===== src/rtl/drc_defs.vh =====
`ifndef DRC_DEFS_VH
`define DRC_DEFS_VH

// register addresses on the plain port
`define DRC_ADDR_W 1
`define DRC_ADDR_CONTROL_0 1'h0
`define DRC_ADDR_LEVEL_CODE 1'h1

// ref_control_0 field positions
`define DRC_BIT_ENABLE 7
`define DRC_BIT_PIN1_OE 5
`define DRC_BIT_PIN2_OE 4
`define DRC_PSS_HI 3
`define DRC_PSS_LO 2
`define DRC_BIT_NSS 0

// implemented bits of ref_control_0
`define DRC_CONTROL_0_MASK 8'hbd

// reset values
`define DRC_CONTROL_0_RST 8'h00
`define DRC_LEVEL_CODE_RST 8'h00

// positive source codes
`define DRC_PSS_SUPPLY 2'h0
`define DRC_PSS_REF_PIN 2'h1
`define DRC_PSS_FIXED_REF 2'h2
`define DRC_PSS_RESERVED 2'h3

`endif


===== src/rtl/drc_dac_reference_control.v =====
`timescale 1ns/100ps
`default_nettype none
`include "drc_defs.vh"

module drc_dac_reference_control (
  input wire clk_sys_i,
  input wire rst_b_i,
  input wire [`DRC_ADDR_W-1:0] addr_i,
  input wire [7:0] wdata_i,
  input wire wr_i,
  input wire rd_i,
  output reg [7:0] rdata_o,
  input wire pin1_digital_in_i,
  input wire pin2_digital_in_i,
  input wire pin1_digital_oe_i,
  input wire pin2_digital_oe_i,
  output reg converter_enable_o,
  output reg [7:0] ladder_code_o,
  output reg [1:0] positive_source_select_o,
  output reg negative_source_select_o,
  output reg source_supply_o,
  output reg source_ref_pin_o,
  output reg source_fixed_ref_o,
  output reg neg_ref_pin_o,
  output reg reference_out_pin_1_o,
  output reg reference_out_pin_2_o,
  output reg pin1_driver_enable_o,
  output reg pin2_driver_enable_o,
  output reg pin1_detector_enable_o,
  output reg pin2_detector_enable_o,
  output reg pin1_read_o,
  output reg pin2_read_o
);

  // register file
  reg [7:0] ref_control_0_reg;
  reg [7:0] ref_control_0_next;
  reg [7:0] ref_level_code_reg;
  reg [7:0] ref_level_code_next;
  reg [7:0] rdata_next;

  // strobe decode
  reg wr_control_0;
  reg wr_level_code;
  reg rd_control_0;
  reg rd_level_code;

  // fields of the control value that the outputs will hold
  wire en;
  wire oe1;
  wire oe2;
  wire [1:0] pss;
  wire nss;

  // next values of the switch and pin outputs
  reg supply_next;
  reg ref_pin_next;
  reg fixed_ref_next;
  reg neg_ref_pin_next;
  reg out_pin_1_next;
  reg out_pin_2_next;
  reg pin1_driver_next;
  reg pin2_driver_next;
  reg pin1_detector_next;
  reg pin2_detector_next;
  reg pin1_read_next;
  reg pin2_read_next;

  // one register per address; the bus never asks for both at once
  always @* begin
    wr_control_0 = 1'b0;
    wr_level_code = 1'b0;
    rd_control_0 = 1'b0;
    rd_level_code = 1'b0;
    if (addr_i == `DRC_ADDR_CONTROL_0) begin
      wr_control_0 = wr_i;
      rd_control_0 = rd_i;
    end else if (addr_i == `DRC_ADDR_LEVEL_CODE) begin
      wr_level_code = wr_i;
      rd_level_code = rd_i;
    end
  end

  // no sleep input: only a write or reset changes the registers
  always @* begin
    ref_control_0_next = ref_control_0_reg;
    ref_level_code_next = ref_level_code_reg;
    if (wr_control_0) begin
      ref_control_0_next = wdata_i & `DRC_CONTROL_0_MASK;
    end
    if (wr_level_code) begin
      ref_level_code_next = wdata_i;
    end
  end

  always @(posedge clk_sys_i or negedge rst_b_i) begin
    if (!rst_b_i) begin
      ref_control_0_reg <= `DRC_CONTROL_0_RST;
    end else begin
      ref_control_0_reg <= ref_control_0_next;
    end
  end

  always @(posedge clk_sys_i or negedge rst_b_i) begin
    if (!rst_b_i) begin
      ref_level_code_reg <= `DRC_LEVEL_CODE_RST;
    end else begin
      ref_level_code_reg <= ref_level_code_next;
    end
  end

  // read data stand for one cycle and are zero otherwise
  always @* begin
    rdata_next = 8'h00;
    if (rd_control_0) begin
      rdata_next = ref_control_0_reg;
    end else if (rd_level_code) begin
      rdata_next = ref_level_code_reg;
    end
  end

  // outputs follow the next register value so they land on the edge
  // that takes the write
  assign en = ref_control_0_next[`DRC_BIT_ENABLE];
  assign oe1 = ref_control_0_next[`DRC_BIT_PIN1_OE];
  assign oe2 = ref_control_0_next[`DRC_BIT_PIN2_OE];
  assign pss = ref_control_0_next[`DRC_PSS_HI:`DRC_PSS_LO];
  assign nss = ref_control_0_next[`DRC_BIT_NSS];

  // source switches close only while enabled; the reserved code opens all
  always @* begin
    supply_next = 1'b0;
    ref_pin_next = 1'b0;
    fixed_ref_next = 1'b0;
    if (en) begin
      case (pss)
        `DRC_PSS_SUPPLY: begin
          supply_next = 1'b1;
        end
        `DRC_PSS_REF_PIN: begin
          ref_pin_next = 1'b1;
        end
        `DRC_PSS_FIXED_REF: begin
          fixed_ref_next = 1'b1;
        end
        default: begin
          supply_next = 1'b0;
        end
      endcase
    end
    neg_ref_pin_next = en && nss;
  end

  // pin override holds on the routing bit alone; the level reaches a pin
  // only while the converter runs
  always @* begin
    out_pin_1_next = en && oe1;
    out_pin_2_next = en && oe2;
    pin1_driver_next = pin1_digital_oe_i && !oe1;
    pin2_driver_next = pin2_digital_oe_i && !oe2;
    pin1_detector_next = !oe1;
    pin2_detector_next = !oe2;
    pin1_read_next = pin1_digital_in_i && !oe1;
    pin2_read_next = pin2_digital_in_i && !oe2;
  end

  always @(posedge clk_sys_i or negedge rst_b_i) begin
    if (!rst_b_i) begin
      rdata_o <= 8'h00;
    end else begin
      rdata_o <= rdata_next;
    end
  end

  always @(posedge clk_sys_i or negedge rst_b_i) begin
    if (!rst_b_i) begin
      converter_enable_o <= 1'b0;
    end else begin
      converter_enable_o <= en;
    end
  end

  always @(posedge clk_sys_i or negedge rst_b_i) begin
    if (!rst_b_i) begin
      ladder_code_o <= 8'h00;
    end else begin
      // ladder taps: vout = vneg + (vpos - vneg) * code / 2^8
      ladder_code_o <= ref_level_code_next;
    end
  end

  always @(posedge clk_sys_i or negedge rst_b_i) begin
    if (!rst_b_i) begin
      positive_source_select_o <= 2'h0;
    end else begin
      positive_source_select_o <= pss;
    end
  end

  always @(posedge clk_sys_i or negedge rst_b_i) begin
    if (!rst_b_i) begin
      negative_source_select_o <= 1'b0;
    end else begin
      negative_source_select_o <= nss;
    end
  end

  always @(posedge clk_sys_i or negedge rst_b_i) begin
    if (!rst_b_i) begin
      source_supply_o <= 1'b0;
    end else begin
      source_supply_o <= supply_next;
    end
  end

  always @(posedge clk_sys_i or negedge rst_b_i) begin
    if (!rst_b_i) begin
      source_ref_pin_o <= 1'b0;
    end else begin
      source_ref_pin_o <= ref_pin_next;
    end
  end

  always @(posedge clk_sys_i or negedge rst_b_i) begin
    if (!rst_b_i) begin
      source_fixed_ref_o <= 1'b0;
    end else begin
      source_fixed_ref_o <= fixed_ref_next;
    end
  end

  always @(posedge clk_sys_i or negedge rst_b_i) begin
    if (!rst_b_i) begin
      neg_ref_pin_o <= 1'b0;
    end else begin
      neg_ref_pin_o <= neg_ref_pin_next;
    end
  end

  always @(posedge clk_sys_i or negedge rst_b_i) begin
    if (!rst_b_i) begin
      reference_out_pin_1_o <= 1'b0;
    end else begin
      reference_out_pin_1_o <= out_pin_1_next;
    end
  end

  always @(posedge clk_sys_i or negedge rst_b_i) begin
    if (!rst_b_i) begin
      reference_out_pin_2_o <= 1'b0;
    end else begin
      reference_out_pin_2_o <= out_pin_2_next;
    end
  end

  always @(posedge clk_sys_i or negedge rst_b_i) begin
    if (!rst_b_i) begin
      pin1_driver_enable_o <= 1'b0;
    end else begin
      pin1_driver_enable_o <= pin1_driver_next;
    end
  end

  always @(posedge clk_sys_i or negedge rst_b_i) begin
    if (!rst_b_i) begin
      pin2_driver_enable_o <= 1'b0;
    end else begin
      pin2_driver_enable_o <= pin2_driver_next;
    end
  end

  always @(posedge clk_sys_i or negedge rst_b_i) begin
    if (!rst_b_i) begin
      pin1_detector_enable_o <= 1'b1;
    end else begin
      pin1_detector_enable_o <= pin1_detector_next;
    end
  end

  always @(posedge clk_sys_i or negedge rst_b_i) begin
    if (!rst_b_i) begin
      pin2_detector_enable_o <= 1'b1;
    end else begin
      pin2_detector_enable_o <= pin2_detector_next;
    end
  end

  always @(posedge clk_sys_i or negedge rst_b_i) begin
    if (!rst_b_i) begin
      pin1_read_o <= 1'b0;
    end else begin
      pin1_read_o <= pin1_read_next;
    end
  end

  always @(posedge clk_sys_i or negedge rst_b_i) begin
    if (!rst_b_i) begin
      pin2_read_o <= 1'b0;
    end else begin
      pin2_read_o <= pin2_read_next;
    end
  end

endmodule // drc_dac_reference_control

`default_nettype wire


===== config.mk =====
export PLATFORM = sky130hd
export DESIGN_NAME = drc_dac_reference_control
export DESIGN_NICKNAME = d
export VERILOG_FILES = /design/src/rtl/drc_dac_reference_control.v
export VERILOG_INCLUDE_DIRS = /design/src /design/src/rtl
export SDC_FILE = /design/constraint.sdc
export NUM_CORES = 1
export LEC_CHECK = 0
export BUFFER_PORTS_ARGS = -buffer_cell sky130_fd_sc_hd__buf_4
export CAP_MARGIN = 20
export CORE_MARGIN = 8
export CORE_UTILIZATION = 50
export CTS_BUF_LIST = sky130_fd_sc_hd__clkbuf_4 sky130_fd_sc_hd__clkbuf_8
export CTS_CLUSTER_DIAMETER = 40
export CTS_CLUSTER_SIZE = 24
export DETAILED_ROUTE_END_ITERATION = 12
export PLACE_DENSITY = 0.88
export SYNTH_ARGS = -nofsm -noshare
export SYNTH_HDL_FRONTEND = slang
export SYNTH_SLANG_ARGS = --single-unit

===== constraint.sdc =====
create_clock -name clk_sys_i -period 1.1 [get_ports clk_sys_i]
set_input_delay 0.055 -clock clk_sys_i [delete_from_list [all_inputs] [get_ports clk_sys_i]]
set_output_delay 0.055 -clock clk_sys_i [all_outputs]
set_load 0.01 [all_outputs]

## Yosys cells after proc, flatten, opt, wreduce, memory -nomap -nowiden

Index checks and enable logic that the tools add are counted.

- Add/subtract/negate cells: 0
- Multiply operators: 0
- Div/mod/pow operators: 0
- Order comparisons: 0
- Eq/ne operators: 2
- Shift operators: 0
- Mux-type cells: 13
- Bitwise operators: 0
- Reduce and logical (&&, ||, !) cells: 10

Operators with widths:

| cell | number |
|---|---|
| $mux 8 | 3 |
| $mux 1 | 10 |
| $logic_and 1x1->1 | 7 |
| $eq 2x1->1 const B | 1 |
| $eq 2x2->1 const B | 1 |
| $logic_not 1->1 | 2 |
| $logic_not 2->1 | 1 |

- Register bits after elaboration: 38
- Latch bits: 0
- RAM bits: 0
- ROM bits: 0
- Bits of input ports: 17
- Output and inout port bits: 32
- Word-level logic and storage cells: 43
- Memories kept: 0

## Depth between registers and ports, before layout

Gate-level depths: netlist (run 1).

- Word-level depth: 5
- Mapped depth: 4
- Depth with buffers taken out: 3

## Least setup slack after synthesis (run 1)

Ideal clock, no wire load.

- Path kind: flip-flop to flip-flop
- Start: register ref_control_0_reg[7]
- End: register reference_out_pin_1_o
- Library setup time: 125 ps
- Data arrival time: 698 ps
- Required time: 975 ps
- Setup slack: 276 ps
- Cell stages (with the launch flop): 3
- Path buffers: 0
- Path through: dfrtp_1 -> mux2i_1 -> nor2_1

- Word-level cells in the longest chain between the ends: 2

Ends and longest elaborated chain:

| what | line | RTL |
|---|---|---|
| start, declared | drc_dac_reference_control.v:36 | `reg [7:0] ref_control_0_reg;` |
| start signal, assigned | drc_dac_reference_control.v:98 | `` ref_control_0_reg <= `DRC_CONTROL_0_RST; `` |
| start signal, assigned | drc_dac_reference_control.v:100 | `ref_control_0_reg <= ref_control_0_next;` |
| $mux 8 | drc_dac_reference_control.v:88 | `if (wr_control_0) begin` |
| $logic_and 1x1->1 | drc_dac_reference_control.v:157 | `out_pin_1_next = en && oe1;` |
| via out_pin_1_next | drc_dac_reference_control.v:60 | `reg out_pin_1_next;` |
| end signal, assigned | drc_dac_reference_control.v:244 | `reference_out_pin_1_o <= out_pin_1_next;` |
| end, declared | drc_dac_reference_control.v:25 | `output reg reference_out_pin_1_o,` |

The timed path passes the listed nets, and every way through them passes these cells.
A chain may end at the register's enable or synchronous reset.

## Worst setup path after layout (run 1)

- Start: input port wdata_i[2]
- End: register source_fixed_ref_o

- Word-level cells in the longest chain between the ends: 4

Ends and longest elaborated chain:

| what | line | RTL |
|---|---|---|
| start, declared | drc_dac_reference_control.v:9 | `input wire [7:0] wdata_i,` |
| $mux 8 | drc_dac_reference_control.v:88 |  |
| $eq 2x2->1 | drc_dac_reference_control.v:136 | `case (pss)` |
| $mux 1 | drc_dac_reference_control.v:136 |  |
| $mux 1 | drc_dac_reference_control.v:135 | `if (en) begin` |
| via fixed_ref_next | drc_dac_reference_control.v:58 | `reg fixed_ref_next;` |
| end signal, assigned | drc_dac_reference_control.v:228 | `source_fixed_ref_o <= fixed_ref_next;` |
| end, declared | drc_dac_reference_control.v:23 | `output reg source_fixed_ref_o,` |

The timed path passes the listed nets, and every way through them passes these cells.

==> results of run 1 <==
[worst register-to-register path: cells and delay by family (launching register included)]
family | cells | cell delay, ns
flip-flops | 1 | 0.46
multiplexers | 1 | 0.30
AND/OR/NAND/NOR | 1 | 0.08
[logic make-up (layout without fill, tap and decap cells)]
kind of cell | Yosys count | after routing | synth area share (%)
flops | 34 | 34 | 64.8
simple gates | 30 | 30 | 12.5
mux | 18 | 18 | 16.7
buf+inv | 9 | 74 | 4.09
compound gates | 4 | 4 | 1.90
[per-layer routing]
metal  part of all wire [%]  up-vias  global-route usage [%]  routed length [um]
met5                      0        -                       0                   0
met4                    1.7        0                    6.27                  54
met3                     14        6                    7.45                 428
met2                     47       52                    23.5                1460
met1                     38      449                    15.7                1170
li1                       -      443                       -                   -
[final timing paths]
path	endpoint	slack, ns	cells after the start
setup / recovery	source_fixed_ref_o	0.06	5
hold / removal	rdata_o[2]	0.01	2
setup reg to reg	reference_out_pin_1_o	0.15	2
hold reg to reg	pin2_detector_enable_o	0.50	1
max in group asynchronous	pin2_detector_enable_o	0.57	2
min in group asynchronous	rdata_o[5]	0.21	2
[area by class of cell]
type	count	area [um^2]	area share [%]
multi-input cells	52	415	21.9
repair buffers	62	498	26.2
well taps	30	37.5	1.98
inverters	4	15.0	0.791
clock buffers	8	78.8	4.15
flip-flops and latches	34	853	45.0
[cells in the mapped netlist]
library cell,count
buf_6,1
dfrtp_1,32
dfstp_2,2
mux2_2,8
a21oi_1,1
nand2b_1,1
and2_1,4
nand2_2,1
nor2b_1,6
nand3_1,4
nor2_1,3
mux2i_1,7
a21oi_2,1
and3_1,2
nor4bb_1,1
nand2_1,7
o21ai_0,1
buf_4,3
a31oi_1,1
buf_2,1
mux2_4,1
nor2b_2,1
mux2i_4,2
inv_1,4
[power by group]
part           leakage [nW]  switching (mW)  total [mW]  internal [mW]
Sequential            0.422          0.0980        1.51           1.41
Clock                0.0446           0.379       0.815          0.437
Combinational         0.494           0.294       0.658          0.364
Total                 0.961           0.770        2.98           2.21
[timing repair]
item	in CTS	in global routing
setup endpoints to repair	0	1
buffers inserted	0	0
resized for setup	0	1
hold buffers	13	0
hold endpoints to repair	52	0
==> impl_metrics.ini, run 1 <==
[floorplanning]
die_area_um2 = 4530
io-pin-count = 49
chipWidth_um = 67.3
initial_core_util_pct = 53.1
chipHeight_um = 67.3
core_region_area_um2 = 2480
rows = 18

[clock_tree]
cts_max_path_buffers = 2
path_clk_slew_ns = 0.09
cts_htree_levels = 2
root_buffer = clkbuf_4
clkLatencyLatePin_ns = 0.32
clock_sinks = 34
tritoncts_buffer_count = 5
tritoncts_clock_tree = yes

[routing]
detail_route.drc_violations = 0
drt_first_iter_violations = 29
drt_wl_total_um = 3110
route.detailed.vias_per_inst = 5.00
initial_drt_pass_iterations = 4
via_count = 950
ant_nets = 0
wl_per_cell_um = 16.4

[sta]
timing.final.crit_period_ns = 1.04
hold_vio_cnt_final = 0
worst_slack_ns = 0.0554
clock_skew_ns = 0.00395
final_setup_violating_endpoints = 0
rsz0062_at_grt = no
max_slew_margin_pct = 64.9
timing.hold.ws_ns = 0.0142
post-route-period-util_pct = 95.0
worstMarginPinSlew_ns = 0.524
final_max_slew_viol_count = 0
timing.fmax_ghz = 0.957
setup_tns_ns = 0

[layout]
finalNonFillerCells = 190
antenna-diode-count = 0
layout_fillers = 156
post-route-cell-area_um2 = 1900
drive_above_1_share_pct = 46.3
nNetsFinal = 176
area.growth.synth_to_final_pct = 44.2
layout.core_utilization_pct = 76.6
mostFrequentLayoutCell = buf_4
layout_common_cells = buf_4, dfrtp_1, dlygate4sd3_1, mux2_2

[synth]
syn-num-nets = 112
ys.warnings.count = 0
share_of_the_synthesized_area_in_the_top_cell_type_pct = 60.8
yosys.cell_types.count = 24
post_synth.cell_area_avg_um2 = 13.9
synth.ff_latch_count = 34
ys_seq_area_share_pct = 64.8
post-synth-top-area-cell = dfrtp_1
post_synth_main_area_contributors = dfrtp_1, mux2_2, mux2i_1, dfstp_2, mux2i_4
synth_area_um2 = 1320
post_synth_inst_count = 95

[place]
gp_routability_congestion = 0.792
area_after_dpl_um2 = 1680
place.port_buffers = 48
pre_cts_ws_ns = -0.107
dpl.cell_count = 169
dp_hpwl_um = 2280

[power_and_ir_drop]
total_leakage_power_nw = 0.961
total_power_mw = 2.98
power-per-cell-area_nw_per_um2 = 1570
worst_supply_voltage_drop_on_vdd_v = 0.00130

[setup_path]
timing.critical_path.slowest_stage_cell = dlygate4sd3_1
rr_startpoint = ref_control_0_reg[7]
worstPathBufferInverterCount = 2
path_cells = dlygate4sd3_1 > buf_4 > nor4bb_2 > a31oi_1 > a21oi_1
timing.critical_path.max_delay_family = buffers and inverters
crit_start = wdata_i[2]
critical_path_arrival_ns = 1.29
timing.critical_path.from_type = input pin
critical_path_required_ns = 1.35
worst-setup-path-type = input pin to register
crit_fanout = 4
crit_path_end_kind = register
slowest_cell_delay_on_critical_path_ns = 0.54

[worst_hold_path]
hold_start = rd_i
min_path_type = input pin to register

[global_routing]
grt_pass1_wl_um = 4900
global_route.overflow_total = 0
via_count_of_the_first_global_routing_pass = 1028
grt_usage_pct = 14.5
maximum_number_of_pins_on_one_net_before_global_route_repair = 35
grt_antenna_before_repair = 0

[flow_run]
max_cap_viol_count = 0

[status]
status = finished clean
Note: power is estimated with default switching activity, not from simulation.
==> run 2: changes to the inputs <==
==> constraint.sdc (replaced) <==
create_clock -name clk_sys_i -period 1.1 [get_ports clk_sys_i]
set_input_delay 0.165 -clock clk_sys_i [delete_from_list [all_inputs] [get_ports clk_sys_i]]
set_output_delay 0.165 -clock clk_sys_i [all_outputs]
set_load 0.01 [all_outputs]
==> impl_metrics.ini, run 2 (same netlist as run 1, synthesis figures left out) <==
[layout]
area.growth.synth_to_final_pct = 43.2
layout.core_utilization_pct = 76.1
drive_above_1_share_pct = 52.9
mostFrequentLayoutCell = buf_4
post-route-cell-area_um2 = 1880
layout_fillers = 164
nNetsFinal = 173
layout_common_cells = buf_4, dfrtp_1, mux2_2, buf_6, nand2_1
antenna-diode-count = 0

[sta]
final_setup_violating_endpoints = 2
worstMarginPinSlew_ns = 0.476
timing.fmax_ghz = 0.887
post-route-period-util_pct = 103
rsz0062_at_grt = yes
timing.final.crit_period_ns = 1.13
clock_skew_ns = 0.0141
final_max_slew_viol_count = 0
max_slew_margin_pct = 68.1
hold_vio_cnt_final = 0
worst_slack_ns = -0.0277

[global_routing]
global_route.overflow_total = 0
via_count_of_the_first_global_routing_pass = 976
grt_antenna_before_repair = 0
grt_pass1_wl_um = 4620
grt_usage_pct = 13.7
maximum_number_of_pins_on_one_net_before_global_route_repair = 35

[power_and_ir_drop]
worst_supply_voltage_drop_on_vdd_v = 0.00171
total_leakage_power_nw = 0.960
power-per-cell-area_nw_per_um2 = 1650

[routing]
route.detailed.vias_per_inst = 4.95
detail_route.drc_violations = 0
ant_nets = 0
drt_first_iter_violations = 41
drt_wl_total_um = 3060
wl_per_cell_um = 16.3
via_count = 926
initial_drt_pass_iterations = 4

[flow_run]
max_cap_viol_count = 0

[clock_tree]
clock_sinks = 34
tritoncts_buffer_count = 5
cts_max_path_buffers = 2
cts_htree_levels = 2
path_clk_slew_ns = 0.10
root_buffer = clkbuf_4
clkLatencyLatePin_ns = 0.34
tritoncts_clock_tree = yes

[setup_path]
path_cells = buf_6
critical_path_required_ns = 0.94
worst-setup-path-type = register to output pin
critical_path_arrival_ns = 0.96
crit_path_end_kind = output pin
slowest_cell_delay_on_critical_path_ns = 0.54
worstPathBufferInverterCount = 1
timing.critical_path.slowest_stage_cell = dfstp_2
crit_fanout = 1
timing.critical_path.from_type = register
timing.critical_path.max_delay_family = flip-flops

[worst_hold_path]
min_path_type = input pin to register

[floorplanning]
core_region_area_um2 = 2480
initial_core_util_pct = 53.1
chipHeight_um = 67.3
rows = 18
chipWidth_um = 67.3
io-pin-count = 49
die_area_um2 = 4530

[place]
place.port_buffers = 48
area_after_dpl_um2 = 1710
gp_routability_congestion = 0.787
dp_hpwl_um = 2160

[status]
failed_checks = negative setup slack
status = complete, but fails checks
==> run 2: cell types whose count changed in the layout (fill, tap and decap cells not counted) <==
cell           change
dlygate4sd3_1     -11
buf_6              +8
clkbuf_8           -3
clkinv_2           +2
bufinv_16          +1
dfrtp_1            -1
dfrtp_2            +1
mux2i_1            -1
mux2i_4            +1
nor4bb_1           +1
nor4bb_2           -1
==> run 2: layer usage <==
layer	GRT usage (%)	wire (um)	up-vias
li1	-	-	432
met1	15.8	1190	446
met2	20.4	1400	46
met3	9.27	453	2
met4	3.92	10	0
met5	0	0	-
==> run 2: metrics by stage <==
step / hold WS, ns / cells / total power [mW] / worst slack [ns] / setup TNS (ns)
after floorplan: -0.131 / 95 / 1.81 / 0.177 / 0
after global placement: 0.120 / 172 / 2.15 / -0.147 / -1.56
after detailed placement: 0.134 / 172 / 2.17 / -0.197 / -2.19
after CTS: 0.00793 / 182 / 3.08 / -0.0415 / -0.0765
after global routing: 0.00233 / 187 / 3.28 / -0.0696 / -0.185
final: 0.0200 / 187 / 3.11 / -0.0277 / -0.0517
==> run 2: area by class of cell <==
cell class              instances  area (um^2)  area share (%)
multi-input cells              52          422            22.4
repair buffers                 59          478            25.4
well taps                      30         37.5            1.99
clock buffers                   5         37.5            1.99
clock inverters                 3         40.0            2.12
flip-flops and latches         34          855            45.4
inverters                       4         15.0           0.797
==> run 2: worst paths after layout <==
path / start / cells past startpoint / slack [ns] / endpoint
min: wdata_i[4] / 2 / 0.02 / pin2_detector_enable_o
min reg2reg: ref_control_0_reg[4] / 1 / 0.49 / pin2_detector_enable_o
max reg2reg: ref_control_0_reg[7] / 3 / 0.10 / source_fixed_ref_o
max in group asynchronous: rst_b_i / 2 / 0.46 / pin2_detector_enable_o
min in group asynchronous: rst_b_i / 2 / 0.29 / rdata_o[6]
max: pin1_detector_enable_o / 1 / -0.03 / pin1_detector_enable_o
==> run 2: power by group <==
group | leakage, nW | switching, mW | internal, mW | total, mW
clock network | 0.0450 | 0.411 | 0.471 | 0.881
registers | 0.421 | 0.0931 | 1.41 | 1.50
logic | 0.494 | 0.318 | 0.408 | 0.726
total | 0.960 | 0.822 | 2.29 | 3.11
==> run 2: timing repair <==
item                       CTS  global route
cloned                       0             0
hold buffers                 1             1
setup endpoints to repair    3            14
buffers inserted             1             4
resized for setup            3             8
hold endpoints to repair    32             1
